$ cat config.mk
export PLATFORM = sky130hd
export DESIGN_NAME = lbpc_top
export DESIGN_NICKNAME = d
export VERILOG_FILES = /design/src/design/lbpc_sync3.v /design/src/design/lbpc_top.v
export VERILOG_INCLUDE_DIRS = /design/src /design/src/design
export SDC_FILE = /design/constraint.sdc
export NUM_CORES = 1
export LEC_CHECK = 0
export ABC_CLOCK_PERIOD_IN_PS = 6200
export BUFFER_PORTS_ARGS = -buffer_cell sky130_fd_sc_hd__buf_2
export CORE_MARGIN = 2
export CORE_UTILIZATION = 26
export DETAILED_ROUTE_END_ITERATION = 10
export PLACE_DENSITY = 0.51
export SYNTH_ARGS = -nofsm -noshare
export SYNTH_HDL_FRONTEND = slang
export SYNTH_SLANG_ARGS = --single-unit
export TNS_END_PERCENT = 5
$ cat constraint.sdc
create_clock -name CLK_SYS -period 6.2 [get_ports CLK_SYS]
set_clock_uncertainty 0.1 [all_clocks]
set_input_delay 0.31 -clock CLK_SYS [delete_from_list [all_inputs] [get_ports CLK_SYS]]
set_output_delay 0.31 -clock CLK_SYS [all_outputs]
set_load 0.005 [all_outputs]
$ cat src/design/lbpc_defs.vh
// constants shared by the lan bridge port control block
`ifndef LBPC_DEFS_VH
`define LBPC_DEFS_VH

// --------------------------------------------------------------------------
// clock and timing
// --------------------------------------------------------------------------
`define LBPC_CLK_MHZ 40
`define LBPC_BLINK_US 100000
`define LBPC_PAUSE_REPEAT_US 1000
`define LBPC_STRAP_SETTLE_CYC 8

// --------------------------------------------------------------------------
// register offsets (byte addresses)
// --------------------------------------------------------------------------
`define LBPC_ADDR_STATUS 8'h00
`define LBPC_ADDR_HI_THR 8'h04
`define LBPC_ADDR_LO_THR 8'h08
`define LBPC_ADDR_QUANTA 8'h0c
`define LBPC_ADDR_STRAPS 8'h10

// --------------------------------------------------------------------------
// reset values
// --------------------------------------------------------------------------
`define LBPC_HI_THR_RST 8'hc0
`define LBPC_LO_THR_RST 8'h40
`define LBPC_QUANTA_RST 16'hffff

// --------------------------------------------------------------------------
// strap positions: bank one sections 1..8 at bits 0..7, bank two 1..6 at 0..5
// --------------------------------------------------------------------------
`define LBPC_B1_CROSSOVER 0
`define LBPC_B1_FLOW 3
`define LBPC_B1_FILTER 4
`define LBPC_B1_FAULT 5
`define LBPC_B2_SPEED 0
`define LBPC_B2_NEG 1
`define LBPC_B2_DUPLEX 2

// --------------------------------------------------------------------------
// status register fields
// --------------------------------------------------------------------------
`define LBPC_ST_LINK 0
`define LBPC_ST_FAST 1
`define LBPC_ST_FULL 2
`define LBPC_ST_NEG 3
`define LBPC_ST_FLOW 4
`define LBPC_ST_FILTER 5
`define LBPC_ST_PRESSURE 6
`define LBPC_ST_SHUTDOWN 7
`define LBPC_ST_JAM 8
`define LBPC_ST_PAUSE 9

`endif

$ cat src/design/lbpc_sync3.v
// three-stage pin synchroniser with agreement filter
`timescale 1ns/10ps
`default_nettype none

module lbpc_sync3 #(
    parameter WIDTH = 1
) (
    input wire clk,
    input wire rst,
    input wire [WIDTH-1:0] din,
    output reg [WIDTH-1:0] dout
);

    reg [WIDTH-1:0] s1_ff;
    reg [WIDTH-1:0] s2_ff;
    reg [WIDTH-1:0] s3_ff;
    integer i;

    // s1 feeds only s2; a bit moves once stages two and three agree
    always @(posedge clk or posedge rst) begin
        if (rst) begin
            s1_ff <= {WIDTH{1'b0}};
            s2_ff <= {WIDTH{1'b0}};
            s3_ff <= {WIDTH{1'b0}};
            dout <= {WIDTH{1'b0}};
        end else begin
            s1_ff <= din;
            s2_ff <= s1_ff;
            s3_ff <= s2_ff;
            for (i = 0; i < WIDTH; i = i + 1) begin
                if (s2_ff[i] == s3_ff[i]) begin
                    dout[i] <= s3_ff[i];
                end
            end
        end
    end

endmodule

`default_nettype wire

$ cat src/design/lbpc_top.v
// lan port strap decode, flow regulation, fault shutdown and indicators
`timescale 1ns/10ps
`default_nettype none
`include "lbpc_defs.vh"

// Operation
// - crossover strap on disables automatic crossover
// - flow strap enables backpressure and pause together
// - pause frames only with autonegotiation enabled; code still sends a zero-time resume pause if it goes off in PS_HOLD
// - filter strap on disables lan filtering
// - propagation enabled: e1 failure shuts lan
// - speed strap on gives 10, off 100
// - negotiation strap on disables autonegotiation
// - duplex strap on half, off full
// - negotiation decides speed and duplex, straps ignored
// - flow and filter straps latched at reset
// - half duplex pressure forces collisions
// - full duplex pressure sends pause frames
// - link indicator steady while link up
// - activity indicator blinks on traffic
// - speed indicator lit at 100 only
module lbpc_top #(
    parameter LEVEL_W = 8,
    parameter BLINK_CYC = `LBPC_BLINK_US * `LBPC_CLK_MHZ,
    parameter PAUSE_REPEAT_CYC = `LBPC_PAUSE_REPEAT_US * `LBPC_CLK_MHZ
) (
    input wire CLK_SYS,
    input wire SYS_RST,
    input wire [7:0] SWITCH_BANK_ONE,
    input wire [5:0] SWITCH_BANK_TWO,
    input wire PHY_LINK_UP,
    input wire PHY_NEG_FAST,
    input wire PHY_NEG_FULL,
    input wire PHY_TX_ACT,
    input wire PHY_RX_ACT,
    input wire PHY_CRS,
    input wire E1_FAIL,
    input wire [LEVEL_W-1:0] BUF_LEVEL,
    input wire PAUSE_ACK,
    input wire [7:0] REG_ADDR,
    input wire [31:0] REG_WDATA,
    input wire REG_WR,
    input wire REG_RD,
    output reg [31:0] REG_RDATA,
    output reg PHY_AUTO_XOVER,
    output reg PHY_NEG_EN,
    output reg PHY_FORCE_FAST,
    output reg PHY_FORCE_FULL,
    output reg PHY_SHUTDOWN,
    output reg LAN_FILTER_EN,
    output reg JAM,
    output reg PAUSE_REQ,
    output reg [15:0] PAUSE_TIME,
    output reg LED_LINK,
    output reg LED_ACT,
    output reg FAST_SPEED_INDICATOR
);

    // ----------------------------------------------------------------------
    // pin synchronisers
    // ----------------------------------------------------------------------
    localparam PIN_W = 21;

    wire [PIN_W-1:0] pin_raw;
    wire [PIN_W-1:0] pin_sync;

    assign pin_raw = {SWITCH_BANK_ONE, SWITCH_BANK_TWO, PHY_LINK_UP, PHY_NEG_FAST,
                      PHY_NEG_FULL, PHY_TX_ACT, PHY_RX_ACT, PHY_CRS, E1_FAIL};

    lbpc_sync3 #(
        .WIDTH(PIN_W)
    ) u_sync (
        .clk(CLK_SYS),
        .rst(SYS_RST),
        .din(pin_raw),
        .dout(pin_sync)
    );

    wire [7:0] switch_bank_one;
    wire [5:0] switch_bank_two;
    wire link_up;
    wire neg_fast;
    wire neg_full;
    wire tx_act;
    wire rx_act;
    wire crs;
    wire e1_fail;

    assign switch_bank_one = pin_sync[20:13];
    assign switch_bank_two = pin_sync[12:7];
    assign link_up = pin_sync[6];
    assign neg_fast = pin_sync[5];
    assign neg_full = pin_sync[4];
    assign tx_act = pin_sync[3];
    assign rx_act = pin_sync[2];
    assign crs = pin_sync[1];
    assign e1_fail = pin_sync[0];

    wire crossover_strap;
    wire fault_propagation_strap;
    wire speed_strap;
    wire negotiation_strap;
    wire duplex_strap;

    assign crossover_strap = switch_bank_one[`LBPC_B1_CROSSOVER];
    assign fault_propagation_strap = switch_bank_one[`LBPC_B1_FAULT];
    assign speed_strap = switch_bank_two[`LBPC_B2_SPEED];
    assign negotiation_strap = switch_bank_two[`LBPC_B2_NEG];
    assign duplex_strap = switch_bank_two[`LBPC_B2_DUPLEX];

    // ----------------------------------------------------------------------
    // reset-time strap capture
    // ----------------------------------------------------------------------
    // the synchroniser outputs read zero during reset, so capture waits until
    // they have had time to settle; after that the straps are frozen
    reg [3:0] settle_ff;
    reg flow_regulation_strap_ff;
    reg lan_filter_strap_ff;

    always @(posedge CLK_SYS or posedge SYS_RST) begin
        if (SYS_RST) begin
            settle_ff <= 4'h0;
            flow_regulation_strap_ff <= 1'b0;
            lan_filter_strap_ff <= 1'b0;
        end else if (settle_ff < `LBPC_STRAP_SETTLE_CYC) begin
            settle_ff <= settle_ff + 4'h1;
            flow_regulation_strap_ff <= switch_bank_one[`LBPC_B1_FLOW];
            lan_filter_strap_ff <= switch_bank_one[`LBPC_B1_FILTER];
        end
    end

    // ----------------------------------------------------------------------
    // mode resolution
    // ----------------------------------------------------------------------
    wire neg_en;
    wire mode_fast;
    wire mode_full;
    wire flow_en;
    wire shutdown;

    assign neg_en = ~negotiation_strap;
    assign mode_fast = neg_en ? neg_fast : ~speed_strap;
    assign mode_full = neg_en ? neg_full : ~duplex_strap;
    assign flow_en = flow_regulation_strap_ff;
    assign shutdown = ~fault_propagation_strap & e1_fail;

    wire link_ok;
    assign link_ok = link_up & ~shutdown;

    // ----------------------------------------------------------------------
    // buffer pressure with hysteresis
    // ----------------------------------------------------------------------
    reg [LEVEL_W-1:0] hi_thr_ff;
    reg [LEVEL_W-1:0] lo_thr_ff;
    reg [15:0] quanta_ff;
    reg pressure_ff;

    always @(posedge CLK_SYS or posedge SYS_RST) begin
        if (SYS_RST) begin
            pressure_ff <= 1'b0;
        end else if (BUF_LEVEL >= hi_thr_ff) begin
            pressure_ff <= 1'b1;
        end else if (BUF_LEVEL < lo_thr_ff) begin
            pressure_ff <= 1'b0;
        end
    end

    // ----------------------------------------------------------------------
    // half duplex backpressure
    // ----------------------------------------------------------------------
    // jamming only while the partner transmits turns its frame into a
    // collision; jamming an idle wire would just add load
    wire jam_cond;
    assign jam_cond = flow_en & ~mode_full & pressure_ff & crs & link_ok;

    // ----------------------------------------------------------------------
    // full duplex pause sequencer
    // ----------------------------------------------------------------------
    localparam PS_IDLE = 2'b00;
    localparam PS_SEND = 2'b01;
    localparam PS_HOLD = 2'b10;
    localparam PS_RESUME = 2'b11;

    wire pause_allowed;
    assign pause_allowed = flow_en & neg_en & mode_full & link_ok;

    reg [1:0] ps_state_ff;
    reg [1:0] nxt_ps_state;
    reg [31:0] repeat_cnt_ff;
    reg [31:0] nxt_repeat_cnt;
    reg nxt_pause_req;
    reg [15:0] nxt_pause_time;

    always @* begin
        nxt_ps_state = ps_state_ff;
        nxt_repeat_cnt = repeat_cnt_ff;
        nxt_pause_req = PAUSE_REQ;
        nxt_pause_time = PAUSE_TIME;
        case (ps_state_ff)
            PS_IDLE: begin
                if (pause_allowed && pressure_ff) begin
                    nxt_ps_state = PS_SEND;
                    nxt_pause_req = 1'b1;
                    nxt_pause_time = quanta_ff;
                end
            end
            PS_SEND: begin
                if (PAUSE_ACK) begin
                    nxt_pause_req = 1'b0;
                    nxt_repeat_cnt = 32'h0;
                    nxt_ps_state = (nxt_pause_time == 16'h0000) ? PS_IDLE : PS_HOLD;
                end
            end
            PS_HOLD: begin
                // the partner sits out each interval; refresh before it lapses
                if (!pause_allowed || !pressure_ff) begin
                    nxt_ps_state = PS_RESUME;
                end else if (repeat_cnt_ff >= PAUSE_REPEAT_CYC - 1) begin
                    nxt_ps_state = PS_SEND;
                    nxt_pause_req = 1'b1;
                    nxt_pause_time = quanta_ff;
                end else begin
                    nxt_repeat_cnt = repeat_cnt_ff + 32'h1;
                end
            end
            PS_RESUME: begin
                // a zero-time pause lets the partner restart at once
                nxt_ps_state = PS_SEND;
                nxt_pause_req = 1'b1;
                nxt_pause_time = 16'h0000;
            end
            default: begin
                nxt_ps_state = PS_IDLE;
                nxt_pause_req = 1'b0;
            end
        endcase
    end

    always @(posedge CLK_SYS or posedge SYS_RST) begin
        if (SYS_RST) begin
            ps_state_ff <= PS_IDLE;
            repeat_cnt_ff <= 32'h0;
            PAUSE_REQ <= 1'b0;
            PAUSE_TIME <= 16'h0000;
        end else begin
            ps_state_ff <= nxt_ps_state;
            repeat_cnt_ff <= nxt_repeat_cnt;
            PAUSE_REQ <= nxt_pause_req;
            PAUSE_TIME <= nxt_pause_time;
        end
    end

    // ----------------------------------------------------------------------
    // activity blink
    // ----------------------------------------------------------------------
    // one blink per period at most: bursts of traffic do not turn into a
    // steady light, they keep the led flashing
    reg [31:0] blink_cnt_ff;
    reg act_seen_ff;
    reg act_blink_ff;

    always @(posedge CLK_SYS or posedge SYS_RST) begin
        if (SYS_RST) begin
            blink_cnt_ff <= 32'h0;
            act_seen_ff <= 1'b0;
            act_blink_ff <= 1'b0;
        end else if (blink_cnt_ff >= BLINK_CYC - 1) begin
            blink_cnt_ff <= 32'h0;
            act_blink_ff <= act_seen_ff | tx_act | rx_act;
            act_seen_ff <= 1'b0;
        end else begin
            blink_cnt_ff <= blink_cnt_ff + 32'h1;
            if (tx_act || rx_act) begin
                act_seen_ff <= 1'b1;
            end
        end
    end

    // ----------------------------------------------------------------------
    // register port
    // ----------------------------------------------------------------------
    wire [31:0] status_word;
    assign status_word = {22'h000000, PAUSE_REQ, JAM, shutdown, pressure_ff,
                          lan_filter_strap_ff, flow_en, neg_en, mode_full, mode_fast, link_ok};

    always @(posedge CLK_SYS or posedge SYS_RST) begin
        if (SYS_RST) begin
            hi_thr_ff <= `LBPC_HI_THR_RST;
            lo_thr_ff <= `LBPC_LO_THR_RST;
            quanta_ff <= `LBPC_QUANTA_RST;
        end else if (REG_WR) begin
            case (REG_ADDR)
                `LBPC_ADDR_HI_THR: hi_thr_ff <= REG_WDATA[LEVEL_W-1:0];
                `LBPC_ADDR_LO_THR: lo_thr_ff <= REG_WDATA[LEVEL_W-1:0];
                `LBPC_ADDR_QUANTA: quanta_ff <= REG_WDATA[15:0];
                default: begin
                end
            endcase
        end
    end

    reg [31:0] nxt_rdata;

    always @* begin
        nxt_rdata = 32'h0;
        case (REG_ADDR)
            `LBPC_ADDR_STATUS: nxt_rdata = status_word;
            `LBPC_ADDR_HI_THR: nxt_rdata[LEVEL_W-1:0] = hi_thr_ff;
            `LBPC_ADDR_LO_THR: nxt_rdata[LEVEL_W-1:0] = lo_thr_ff;
            `LBPC_ADDR_QUANTA: nxt_rdata[15:0] = quanta_ff;
            `LBPC_ADDR_STRAPS: nxt_rdata[13:0] = {switch_bank_two, switch_bank_one};
            default: nxt_rdata = 32'h0;
        endcase
    end

    // read data stands only in the cycle after the strobe
    always @(posedge CLK_SYS or posedge SYS_RST) begin
        if (SYS_RST) begin
            REG_RDATA <= 32'h0;
        end else if (REG_RD) begin
            REG_RDATA <= nxt_rdata;
        end else begin
            REG_RDATA <= 32'h0;
        end
    end

    // ----------------------------------------------------------------------
    // phy controls and indicators
    // ----------------------------------------------------------------------
    always @(posedge CLK_SYS or posedge SYS_RST) begin
        if (SYS_RST) begin
            PHY_AUTO_XOVER <= 1'b0;
            PHY_NEG_EN <= 1'b0;
            PHY_FORCE_FAST <= 1'b0;
            PHY_FORCE_FULL <= 1'b0;
            PHY_SHUTDOWN <= 1'b1;
            LAN_FILTER_EN <= 1'b0;
            JAM <= 1'b0;
            LED_LINK <= 1'b0;
            LED_ACT <= 1'b0;
            FAST_SPEED_INDICATOR <= 1'b0;
        end else begin
            PHY_AUTO_XOVER <= ~crossover_strap;
            PHY_NEG_EN <= neg_en;
            PHY_FORCE_FAST <= ~speed_strap;
            PHY_FORCE_FULL <= ~duplex_strap;
            PHY_SHUTDOWN <= shutdown;
            LAN_FILTER_EN <= ~lan_filter_strap_ff;
            JAM <= jam_cond;
            LED_LINK <= link_ok;
            LED_ACT <= act_blink_ff & link_ok & (blink_cnt_ff < (BLINK_CYC >> 1));
            FAST_SPEED_INDICATOR <= link_ok & mode_fast;
        end
    end

endmodule

`default_nettype wire

* Word level (Yosys, flattened, before mapping) *
Cells that the tools add are included.

storage, ports and cells
  ROM bits = 0
  RAM bits = 0
  input port bits = 74
  output and inout port bits = 59
  memories kept = 0
  logic and storage cells = 163
  bits in registers = 250
  bits in latches = 0

operators by class
  shift operators = 0
  mux-type cells = 30
  reduce and logical (&&, ||, !) cells = 19
  add/subtract/negate cells = 3
  $lt $le $gt $ge = 6
  divide/modulo/power cells = 0
  eq/ne operators = 34
  bitwise logic cells = 22
  $mul = 0

operator list
  kind                   number
  $mux 32                4
  $add 32x1->32 const B  2
  $mux 16                4
  $pmux 32 s2            1
  $pmux 16 s3            1
  $pmux 8 s5             1
  $ge 32x16->1 const B   1
  $ge 32x22->1 const B   1
  $lt 32x21->1 const B   1
  $eq 1x1->1             21
  $pmux 6 s3             1
  $eq 8x4->1 const B     2
  $logic_not 16->1       1
  $and 1x1->1            12
  $mux 2                 6
  $reduce_and 4->1       3
  $mux 1                 10
  $ne 2x2->1 const B     5
  $eq 8x3->1 const B     1
  $eq 8x5->1 const B     1
  $ge 8x8->1             1
  $logic_not 8->1        1
  $lt 8x8->1             1
  $not 1->1              8
  16 further kinds       24

* Depth between registers and ports, before layout *
Gate-level depths: netlist (run 1).

  depth in word-level cells = 9
  gate-level depth with buffers = 8

* Modules after synthesis *
A second synthesis (run 1) with hierarchy kept.

second synthesis, totals
  cells, all modules = 737
  area total of the unflattened synthesis = 9,376.5 um^2

modules (own cells, without submodules)
  module      seq. area each (um^2)  area an instance (um^2)  times used  cells an instance
  lbpc_top    3,778.6                7,034.2                  1           631
  lbpc_sync3  2,102.0                2,342.2                  1           106

* Least setup slack after synthesis (run 1) *
Ideal clock, no wire load.

  kind = register to register
  from = register ps_state_ff[0]
  to = register repeat_cnt_ff[9]
  data arrival time = 2,107 ps
  period minus slack after synthesis = 2,285 ps
  library setup time = 79 ps
  slack = 3,915 ps
  stages on the path, launching flop included = 8
  path through = dfrtp_1 -> inv_1 -> ha_1 -> clkinv_1 -> o21ai_1 -> o21ai_2 -> or4_1 -> a21oi_1

on the way
  cells in the longest elaborated chain, start to end = 3
  elaborated cells between the ends (all ways) = 8
  classes of those cells = eq/ne: 5; mux: 1; reduce/logical: 2

ends and longest elaborated chain
  element                                                           line            text
  from (decl)                                                       lbpc_top.v:187  reg [1:0] ps_state_ff;
  from (signal assigned)                                            lbpc_top.v:246  ps_state_ff <= nxt_ps_state;
  $eq 2x2->1 or $eq 2x1->1 (tied branches)                          lbpc_top.v:199  case (ps_state_ff)
  $ne 2x2->1 (no source line) or $reduce_bool 2->1 (tied branches)  n/a
  $reduce_and 4->1 (no source line)                                 n/a
  to (signal assigned)                                              lbpc_top.v:247  repeat_cnt_ff <= nxt_repeat_cnt;
  to (decl)                                                         lbpc_top.v:189  reg [31:0] repeat_cnt_ff;

Several ways; a longest one is shown, not always the timed one.
A chain may end at the register's enable or synchronous reset.

* Final worst setup path (run 1) *
Ends and elaborated chain as after synthesis.

==> flow_metrics.env, run 1 <==
export IMPL_cts_buffers=26
export IMPL_rsz0062_at_grt="false"
export IMPL_grt_start_max_net_pins=187
export IMPL_grt_pass1_vias=6039
export IMPL_routed_wl_mm=21.4
export IMPL_syn_to_final_growth_pct=25.2
export IMPL_setup_viol=0
export IMPL_synth_ff_type="dfrtp_1"
export IMPL_routabilityCongestion=0.762
export IMPL_first_pass_iters=8
export IMPL_num_antenna_cells=0
export IMPL_die_area_sq_mm=0.0376
export IMPL_synth_area_sq_mm=0.00937
export IMPL_vias=5878
export IMPL_final_period_utilization_pct=46.9
export IMPL_crit_arrival_ns=3.25
export IMPL_initial_core_util_pct=26.4
export IMPL_worst_path_largest_cell_delay_ns=0.52
export IMPL_nFillCells=3524
export IMPL_drt_initial_drc_count=295
export IMPL_htreeDepth=1
export IMPL_final_cell_mix="dfrtp_1 (214), buf_2 (100), nor2_1 (46)"
export IMPL_die_w_microns=194
export IMPL_post_cts_buffers=0
export IMPL_root_buffer="clkbuf_16"
export IMPL_worst_pin_slew_ns=1.17
export IMPL_grt_overflow=0
export IMPL_start_kind="flop"
export IMPL_hold_path_class="in -> reg"
export IMPL_post_dp_hpwl_mm=14.8
export IMPL_max_cap_violations=0
export IMPL_multi_input_area_sq_mm=0.00325
export IMPL_synth_edf_count=0
export IMPL_path_max_fanout=13
export IMPL_avgViaCountPerCell=4.31
export IMPL_async_reset_ff_share_pct=100
export IMPL_seq_area_sq_mm=0.00588
export IMPL_synth_cell_types=69
export IMPL_setup_tns_ns=0
export IMPL_ir_drop_v=0.000215
export IMPL_synth_seq_area_share_pct=62.8
export IMPL_final_cell_area_sq_mm=0.0117
export IMPL_path_delay_family="compound AO/OA/AOI/OAI gates"
export IMPL_power_density_mw_per_mm2=329
export IMPL_drc=0
export IMPL_clkTransAtPathRegs_ns=0.06
export IMPL_groute_usage_overall_pct=11.6
export IMPL_place_area_sq_mm=0.0104
export IMPL_slowest_stage="o21ai_1"
export IMPL_tritoncts="built"
export IMPL_wl_per_cell_microns=15.7
export IMPL_path_buf_inv=2
export IMPL_worstPathRequired_ns=6.54
export IMPL_slew_headroom_pct=21.7
export IMPL_grt_pass1_wl_mm=34.7
export IMPL_layout_min_cycle_time_ns=2.91
export IMPL_crit_type="reg -> reg"
export IMPL_clock_latency_ns=0.53
export IMPL_ant_nets=0
export IMPL_fin_nets=979
export IMPL_fin_util_pct=33.1
export IMPL_slew_viol_final=0
export IMPL_drive_above_1_share_pct=27.2
export IMPL_synth_seq_cells=234
export IMPL_portBuffers=100
export IMPL_cts_sinks=234
export IMPL_fmax_mhz=344
export IMPL_hold_slack_ns=0.0485
export IMPL_final_common_cell="dfrtp_1"
export IMPL_cts_path_max_buffers=3
export IMPL_p_total_mw=3.85
export IMPL_path_cells="inv_1, ha_1, clkinv_1, o21ai_1, o21ai_2, or4_1, a21oi_1"
export IMPL_synth_avg_cell_area_sq_um=13.0
export IMPL_fp_dieH_microns=194
export IMPL_p_leak_nw=5.33
export IMPL_endpoint_kind="flop"
export IMPL_outcome="complete, no violations"
export IMPL_yosysWarnings=0
export IMPL_num_rows=69
export IMPL_core_area_sq_mm=0.0355
export IMPL_antenna_found_initial=0
export IMPL_hold_violations=0
export IMPL_pin_count=133
export IMPL_syn_inst=719
synthesized netlist by cell type, drive strengths merged (2+ instances only):
cell       n  area, sq um
a21o       6         45.0
a21oi     15         90.1
a222oi    10          100
a22oi      4         30.0
a31o       3         26.3
a31oi     13         96.3
and2      18          113
and3      13         83.8
and4       2         18.8
buf       22          169
clkbuf     9         33.8
dfrtp    214         5360
dfstp     20          526
ha        23          288
inv       29          109
maj3      21          210
mux2      54          646
mux2i      3         30.0
nand2     41          159
nand2b     4         25.0
nand3     23          120
nand3b     2         15.0
nand4      6         37.5
nor2      47          179
nor2b     17          106
nor3       6         35.0
nor4      15         93.8
o2111ai    3         32.5
o211ai     2         15.0
o21a       4         30.0
o21ai     12         63.8
o31ai      4         30.0
or3        5         31.3
or4        8         63.8
xnor2     12          105
xor2      14          123
tightest hold or removal path: cells and delay by family:
kind                   cells  cell delay, ns
AO/OA/AOI/OAI              2            0.15
buffers and inverters      2            0.17
through the flow:
| stage | setup slack (ns) | cells |
|---|---|---|
| global route | 3.03 | 1363 |
| detailed placement | 3.07 | 1277 |
| finish | 3.29 | 1363 |
| CTS | 3.31 | 1363 |
| floorplan | 2.74 | 744 |
| global placement | 3.13 | 1277 |
state kept, by name, summed over array words and instances, names as in the netlist, 2 cells and up:
register and count:
blink_cnt_ff 32, settle_ff 4, repeat_cnt_ff 32, quanta_ff 16
lo_thr_ff 8, u_sync.s2_ff 21, u_sync.s3_ff 21, u_sync.s1_ff 21
u_sync.dout 21, PAUSE_TIME 16, ps_state_ff 2, REG_RDATA 16
hi_thr_ff 8
power by group:
part / internal (mW) / leakage (nW) / switching [mW]
sequential: 1.62 / 2.94 / 0.0693
clock: 1.07 / 0.475 / 0.630
combinational: 0.195 / 1.92 / 0.261
repair_timing:
item                      CTS  global route
hold buffers               38             0
resized for setup           0             0
hold endpoints to repair   95             0
final timing paths:
path	start	to	slack [ns]	cells after the start
min reg2reg	u_sync.s1_ff[16]	u_sync.s2_ff[16]	0.24	0
max in group asynchronous	SYS_RST	blink_cnt_ff[7]	4.17	5
max	ps_state_ff[0]	repeat_cnt_ff[9]	3.29	7
min in group asynchronous	SYS_RST	hi_thr_ff[3]	0.42	4
min	PAUSE_ACK	PAUSE_REQ	0.05	4
max reg2reg	ps_state_ff[0]	repeat_cnt_ff[9]	3.29	7
layer usage:
| layer | global-route usage, % | vias up | wire, microns |
|---|---|---|---|
| met2 | 18.3 | 114 | 9930 |
| met3 | 2.38 | 30 | 1040 |
| li1 | - | 2830 | - |
| met1 | 16.1 | 2904 | 10000 |
| met5 | 0 | - | 0 |
| met4 | 3.68 | 0 | 426 |
cell type report:
type / instances / area share (%)
inverter: 30 / 0.992
clock buffer: 33 / 6.46
tap: 461 / 4.92
clock inverter: 15 / 1.87
multi-input combinational: 448 / 27.7
sequential: 234 / 50.1
timing repair buffer: 142 / 7.87
logic make-up after synthesis:
logic type | after synthesis | synth area share [%]
other | 1 | 0.0400
flip-flops | 234 | 62.8
adder cells (fa/ha/maj) | 44 | 5.32
AND/OR/NAND/NOR | 212 | 12.1
AO/OA/AOI/OAI | 83 | 6.67
buffers and inverters | 62 | 3.47
multiplexers | 57 | 7.21
XOR/XNOR | 26 | 2.43
Power figures use the tool's default switching activity.
==> run 2: changes to the inputs <==
--- a/config.mk
+++ b/config.mk
@@ -6,12 +6,13 @@
 export SDC_FILE = /design/constraint.sdc
 export NUM_CORES = 1
 export LEC_CHECK = 0
-export ABC_CLOCK_PERIOD_IN_PS = 6200
+export ABC_AREA = 1
+export ABC_CLOCK_PERIOD_IN_PS = 2800
 export BUFFER_PORTS_ARGS = -buffer_cell sky130_fd_sc_hd__buf_2
 export CORE_MARGIN = 2
 export CORE_UTILIZATION = 26
 export DETAILED_ROUTE_END_ITERATION = 10
-export PLACE_DENSITY = 0.51
+export PLACE_DENSITY = 0.49
 export SYNTH_ARGS = -nofsm -noshare
 export SYNTH_HDL_FRONTEND = slang
 export SYNTH_SLANG_ARGS = --single-unit
==> constraint.sdc (replaced) <==
create_clock -name CLK_SYS -period 2.8 [get_ports CLK_SYS]
set_clock_uncertainty 0.1 [all_clocks]
set_input_delay 0.14 -clock CLK_SYS [delete_from_list [all_inputs] [get_ports CLK_SYS]]
set_output_delay 0.14 -clock CLK_SYS [all_outputs]
set_load 0.005 [all_outputs]
==> run 2 against run 1 <==
  * Register-to-register slack worse by 2.7 ns
  * Utilization down 0.80 points
  * Critical path depth up 2
  * Area after synthesis up 8.1%
  * Critical endpoint is now repeat_cnt_ff[16]
  * Via count up 26%
  * Worst setup slack worse by 2.7 ns
  * Hold slack worse by 0.023 ns
  * Sequential power up 130%
  * Maximum frequency up 32%
  * Global-route usage about the same
==> flow_metrics.env, run 2 <==
export IMPL_outcome="complete, no violations"
export IMPL_p_leak_nw=5.86
export IMPL_grt_overflow=0
export IMPL_path_max_fanout=17
export IMPL_routed_wl_mm=23.2
export IMPL_yosys_area_top_type_share_pct=52.9
export IMPL_worst_path_largest_cell_delay_ns=0.43
export IMPL_num_rows=72
export IMPL_portBuffers=100
export IMPL_setup_tns_ns=0
export IMPL_die_area_sq_mm=0.0405
export IMPL_synth_ff_type="dfrtp_1"
export IMPL_reg2reg_depth=9
export IMPL_wl_per_cell_microns=13.1
export IMPL_synth_avg_cell_area_sq_um=9.42
export IMPL_holdPathStages=6
export IMPL_dp_cells=1687
export IMPL_layout_min_cycle_time_ns=2.20
export IMPL_groute_usage_overall_pct=11.6
export IMPL_nFillCells=4123
export IMPL_holdPathEnd="pressure_ff"
export IMPL_async_reset_ff_share_pct=100
export IMPL_crit_arrival_ns=2.51
export IMPL_clock_latency_ns=0.53
export IMPL_cts_path_max_buffers=3
export IMPL_place_area_sq_mm=0.0112
export IMPL_setup_viol=0
export IMPL_synth_common_cells="nand2_1 (240), dfrtp_1 (214), nor2_1 (151)"
export IMPL_synth_edf_count=0
export IMPL_grt_start_max_net_pins=95
export IMPL_clkTransAtPathRegs_ns=0.06
export IMPL_synth_seq_cells=234
export IMPL_yosysWarnings=0
export IMPL_antenna_found_initial=1
export IMPL_drt_initial_drc_count=443
export IMPL_tritoncts="built"
export IMPL_final_cell_area_sq_mm=0.0124
export IMPL_power_density_mw_per_mm2=685
export IMPL_post_dp_hpwl_mm=16.7
export IMPL_avgViaCountPerCell=4.16
export IMPL_hold_violations=0
export IMPL_post_place_ws_ns=0.582
export IMPL_endpoint_kind="flop"
export IMPL_initial_core_util_pct=26.3
export IMPL_core_area_sq_mm=0.0386
export IMPL_ant_nets=0
export IMPL_synth_largest_area_cell="dfrtp_1"
export IMPL_grt_pass1_wl_mm=38.3
export IMPL_crit_type="reg -> reg"
export IMPL_worst_pin_slew_ns=0.601
export IMPL_pin_count=133
export IMPL_cts_buffers=26
export IMPL_syn_inst=1075
export IMPL_routabilityCongestion=0.815
export IMPL_grt_pass1_vias=7427
export IMPL_final_period_utilization_pct=78.6
export IMPL_slowest_stage="dfrtp_1"
export IMPL_instances_no_fill=1777
export IMPL_root_buffer="clkbuf_16"
export IMPL_path_buf_inv=3
export IMPL_htreeDepth=1
export IMPL_synth_area_top_cells="dfrtp_1 (53%), nand2_1 (8.9%), nor2_1 (5.6%), dfstp_2 (5.2%), inv_1 (4.6%)"
export IMPL_path_cells="inv_1, ha_1, inv_2, nand2_1, nand2_2, nor2_8, nand2_8, inv_6, nor2_1"
export IMPL_p_total_mw=8.52
export IMPL_slew_viol_final=0
export IMPL_first_pass_iters=5
export IMPL_fmax_mhz=455
export IMPL_final_cell_mix="nand2_1 (240), dfrtp_1 (214), nor2_1 (151)"
export IMPL_r2r_slack_ns=0.60
export IMPL_vias=7400
export IMPL_ir_drop_v=0.000428
export IMPL_cts_resized=0
export IMPL_r2r_end="repeat_cnt_ff[16]"
export IMPL_hold_start="BUF_LEVEL[7]"
export IMPL_start_kind="flop"
export IMPL_slew_headroom_pct=59.8
export IMPL_synth_area_sq_mm=0.0101
export IMPL_synth_seq_area_share_pct=58.1
export IMPL_final_common_cell="nand2_1"
export IMPL_fin_nets=1337
export IMPL_r2r_start="ps_state_ff[0]"
export IMPL_syn_to_final_growth_pct=22.9
export IMPL_cts_sinks=234
export IMPL_max_cap_violations=0
export IMPL_rsz0062_at_grt="false"
export IMPL_synth_cell_types=42
export IMPL_path_delay_family="simple AND/OR/NAND/NOR gates"
export IMPL_finalWorstSetupSlack_ns=0.601
export IMPL_yosys_cell_count_top_type="nand2_1"
export IMPL_reg_top3="blink_cnt_ff (32), repeat_cnt_ff (32)"
export IMPL_hold_path_class="in -> reg"
export IMPL_drive_above_1_share_pct=16.1
export IMPL_die_w_microns=201
export IMPL_drc=0
export IMPL_worstPathRequired_ns=3.11
export IMPL_fp_dieH_microns=201
[run 2: cell types whose count changed after synthesis, moves of 11 or more]
cell,previous run,this run
nor4_1,15,2
a21oi_1,13,32
a31oi_1,12,0
nand2_1,39,240
nand3_1,22,66
mux2_2,42,0
nor2b_1,17,0
nor2_1,46,151
and2_1,18,0
o21ai_0,7,41
and3_1,11,0
inv_1,29,124
[run 2: final cells by class]
class / count / area, sq um / share of cell area, %
Sequential cell: 234 / 5880 / 47.3
Multi-Input combinational cell: 701 / 3560 / 28.6
Timing Repair Buffer: 147 / 998 / 8.03
Clock buffer: 32 / 693 / 5.57
Tap cell: 518 / 648 / 5.21
Inverter: 130 / 498 / 4.00
Clock inverter: 14 / 155 / 1.25
Antenna cell: 1 / 2.50 / 0.0201
[run 2: what timing repair did]
item | in CTS | in global routing
endpoints found under the hold margin | 276 | 0
buffers inserted | 0 | 0
hold buffers | 43 | 0
[run 2: per-stage QoR]
| step | hold WS, ns | utilization, % |
|---|---|---|
| detailed placement | -0.0133 | 28.9 |
| CTS | 0.00424 | 32.3 |
| global placement | -0.0156 | 28.9 |
| floorplan | 0.0714 | - |
| finish | 0.0254 | 32.3 |
| global route | 0.0534 | 32.3 |
[run 2: where the power goes]
part           switching [mW]  total (mW)  internal (mW)
clock                    1.39        3.34           1.96
sequential              0.186        3.83           3.65
combinational           0.877        1.34          0.465
[run 2: worst register-to-register path: cells and delay by family (launching register included)]
kind | cells | cell delay, ns
flip-flops | 1 | 0.43
buffers and inverters | 3 | 0.47
AND/OR/NAND/NOR | 5 | 0.70
adder cells (fa/ha/maj) | 1 | 0.40
[run 2: worst max path at each step]
stage | startpoint | end | slack (ns) | depth (start not counted)
6_report | ps_state_ff[0] | repeat_cnt_ff[16] | 0.60 | 9
3_5_place_dp | ps_state_ff[0] | repeat_cnt_ff[17] | 0.58 | 9
5_1_grt | ps_state_ff[0] | repeat_cnt_ff[21] | 0.40 | 9
4_1_cts | ps_state_ff[0] | repeat_cnt_ff[22] | 0.57 | 9
2_1_floorplan | SYS_RST | FAST_SPEED_INDICATOR | -0.49 | 1
3_3_place_gp | ps_state_ff[0] | repeat_cnt_ff[22] | 0.59 | 9
[run 2: cells by family after synthesis]
family	count (synthesis)	share of synthesized area, %
adder cells (fa/ha/maj)	44	4.92
other	1	0.0370
XOR/XNOR	23	1.99
AO/OA/AOI/OAI	89	4.66
buffers and inverters	165	7.65
flip-flops	234	58.1
AND/OR/NAND/NOR	519	22.7
[run 2: routing by layer]
layer | global-route usage [%] | up-vias | wire length, microns
met5 | 0 | - | 0
met1 | 16.1 | 3489 | 11000
met3 | 2.04 | 37 | 1270
li1 | - | 3683 | -
met4 | 3.18 | 0 | 543
met2 | 18.6 | 191 | 10400
==> run 3: changes to the inputs <==
--- a/config.mk
+++ b/config.mk
@@ -7,12 +7,12 @@
 export NUM_CORES = 1
 export LEC_CHECK = 0
 export ABC_AREA = 1
-export ABC_CLOCK_PERIOD_IN_PS = 2800
+export ABC_CLOCK_PERIOD_IN_PS = 1800
 export BUFFER_PORTS_ARGS = -buffer_cell sky130_fd_sc_hd__buf_2
 export CORE_MARGIN = 2
 export CORE_UTILIZATION = 26
 export DETAILED_ROUTE_END_ITERATION = 10
-export PLACE_DENSITY = 0.49
+export PLACE_DENSITY = 0.51
 export SYNTH_ARGS = -nofsm -noshare
 export SYNTH_HDL_FRONTEND = slang
 export SYNTH_SLANG_ARGS = --single-unit
==> constraint.sdc (replaced) <==
create_clock -name CLK_SYS -period 1.8 [get_ports CLK_SYS]
set_clock_uncertainty 0.1 [all_clocks]
set_input_delay 0.09 -clock CLK_SYS [delete_from_list [all_inputs] [get_ports CLK_SYS]]
set_output_delay 0.09 -clock CLK_SYS [all_outputs]
set_load 0.005 [all_outputs]
==> run 3 against run 2 <==
  * The run now ends with hold timing left
  * Global-route usage up 0.25 points
  * Wire length up 2.2%
  * Sequential power up 56%
  * Sequential share of layout area down 1.8 points
  * Critical path depth down 1
  * Non-clock buffer count up 48
  * Clock power up 69%
  * Via count up 1.8%
  * Die area unchanged
  * Sequential cell count unchanged
  * First-iteration DRC count down 10%
  * Maximum frequency up 28%
==> flow_metrics.env, run 3 (synthesis gave the netlist of run 2 again) <==
export IMPL_num_antenna_cells=0
export IMPL_worstPathRequired_ns=2.12
export IMPL_layout_min_cycle_time_ns=1.71
export IMPL_finalWorstSetupSlack_ns=0.0852
export IMPL_multi_input_area_sq_mm=0.00359
export IMPL_htreeDepth=1
export IMPL_drt_initial_drc_count=397
export IMPL_core_area_sq_mm=0.0386
export IMPL_tritoncts="built"
export IMPL_outcome="finished, violations left"
export IMPL_final_cell_mix="nand2_1 (240), dfrtp_1 (213), nor2_1 (149)"
export IMPL_setup_tns_ns=0
export IMPL_nFillCells=4045
export IMPL_num_rows=72
export IMPL_final_cell_area_sq_mm=0.0129
export IMPL_post_dp_hpwl_mm=17.4
export IMPL_die_w_microns=201
export IMPL_avgViaCountPerCell=4.12
export IMPL_hold_slack_ns=-0.0297
export IMPL_root_buffer="clkbuf_16"
export IMPL_seq_area_sq_mm=0.00588
export IMPL_vias=7534
export IMPL_portBuffers=100
export IMPL_first_pass_iters=5
export IMPL_grt_overflow=0
export IMPL_clkTransAtPathRegs_ns=0.06
export IMPL_grt_pass1_wl_mm=39.3
export IMPL_fin_nets=1386
export IMPL_wl_per_cell_microns=13.0
export IMPL_cts_path_max_buffers=3
export IMPL_routed_wl_mm=23.7
export IMPL_initial_core_util_pct=26.3
export IMPL_place_area_sq_mm=0.0115
export IMPL_hold_violations=6
export IMPL_power_density_mw_per_mm2=1080
export IMPL_worst_path_largest_cell_delay_ns=0.38
export IMPL_pin_count=133
export IMPL_endpoint_kind="flop"
export IMPL_drive_above_1_share_pct=19.1
export IMPL_routabilityCongestion=0.860
export IMPL_path_buf_inv=1
export IMPL_setup_viol=0
export IMPL_final_common_cell="nand2_1"
export IMPL_slew_viol_final=0
export IMPL_fp_dieH_microns=201
export IMPL_post_place_ws_ns=0.000825
export IMPL_hold_path_class="in -> reg"
export IMPL_ir_drop_v=0.000692
export IMPL_rsz0062_at_grt="true"
export IMPL_antenna_found_initial=0
export IMPL_slowest_stage="dfrtp_1"
export IMPL_violations="hold timing"
export IMPL_grt_start_max_net_pins=75
export IMPL_p_leak_nw=6.16
export IMPL_fmax_mhz=583
export IMPL_final_period_utilization_pct=95.3
export IMPL_ant_nets=0
export IMPL_max_cap_violations=0
export IMPL_grt_pass1_vias=7442
export IMPL_crit_arrival_ns=2.03
export IMPL_drc=0
export IMPL_path_max_fanout=8
export IMPL_cts_sinks=234
export IMPL_die_area_sq_mm=0.0405
export IMPL_path_delay_family="simple AND/OR/NAND/NOR gates"
export IMPL_groute_usage_overall_pct=11.9
export IMPL_start_kind="flop"
export IMPL_p_total_mw=13.9
export IMPL_clock_latency_ns=0.54
export IMPL_cts_buffers=27
export IMPL_reg_top3="blink_cnt_ff (32), repeat_cnt_ff (32)"
export IMPL_crit_type="reg -> reg"
export IMPL_path_cells="ha_1, nand3_2, o21ai_0, nand2_1, nand3_2, buf_4, nand3_1, nand2_1"
export IMPL_syn_to_final_growth_pct=27.9
[run 3: changes by cell type in the layout (fill, tap and decap cells not counted), moves of 2 or more]
cell / delta
buf_4: +39
clkbuf_8: +3
clkinv_8: -2
dlygate4sd3_1: +7
inv_8: +2
nor2_1: -2
[run 3: path summary, 6_finish.rpt]
kind | start | to | slack, ns | cells past startpoint
min reg2reg | u_sync.s1_ff[7] | u_sync.s2_ff[7] | 0.24 | 0
min | REG_WR | quanta_ff[6] | -0.03 | 3
min in group asynchronous | SYS_RST | u_sync.dout[16] | 0.56 | 4
max | repeat_cnt_ff[0] | PAUSE_TIME[4] | 0.09 | 8
max reg2reg | repeat_cnt_ff[0] | PAUSE_TIME[4] | 0.09 | 8
max in group asynchronous | SYS_RST | quanta_ff[8] | 0.28 | 5
[run 3: what timing repair did]
item                       CTS  global route
buffers inserted             0             0
setup endpoints to repair    0            90
hold buffers                51             0
hold endpoints to repair   277             0
gates resized for setup      0             9
[run 3: per-layer routing]
layer / track usage [%] / up-vias / wire (microns)
met5: 0 / - / 0
met3: 1.70 / 39 / 989
met1: 17.3 / 3553 / 11900
met4: 2.81 / 0 / 483
li1: - / 3791 / -
met2: 18.5 / 151 / 10400
[run 3: report_power, final]
| part | internal [mW] | switching [mW] |
|---|---|---|
| Combinational | 0.900 | 1.43 |
| Clock | 3.42 | 2.21 |
| Sequential | 5.67 | 0.282 |
[run 3: worst min-delay path, stage by stage]
cell	delay (ns)
buf_2	0.14
nand2_4	0.26
o21ai_1	0.09
[run 3: final cells by class]
| cell class | count | share of cell area (%) |
|---|---|---|
| clock buffers | 36 | 5.87 |
| flip-flops and latches | 234 | 45.4 |
| multi-input cells | 701 | 27.7 |
| well taps | 518 | 5.01 |
| repair buffers | 195 | 10.8 |
| inverters | 130 | 3.87 |
| clock inverters | 14 | 1.37 |
[run 3: stage by stage]
stage / util, % / std cells
3_5_place_dp: 29.7 / 1727
3_3_place_gp: 29.7 / 1727
2_1_floorplan: - / 1100
5_1_grt: 33.6 / 1828
6_report: 33.6 / 1828
4_1_cts: 33.5 / 1828
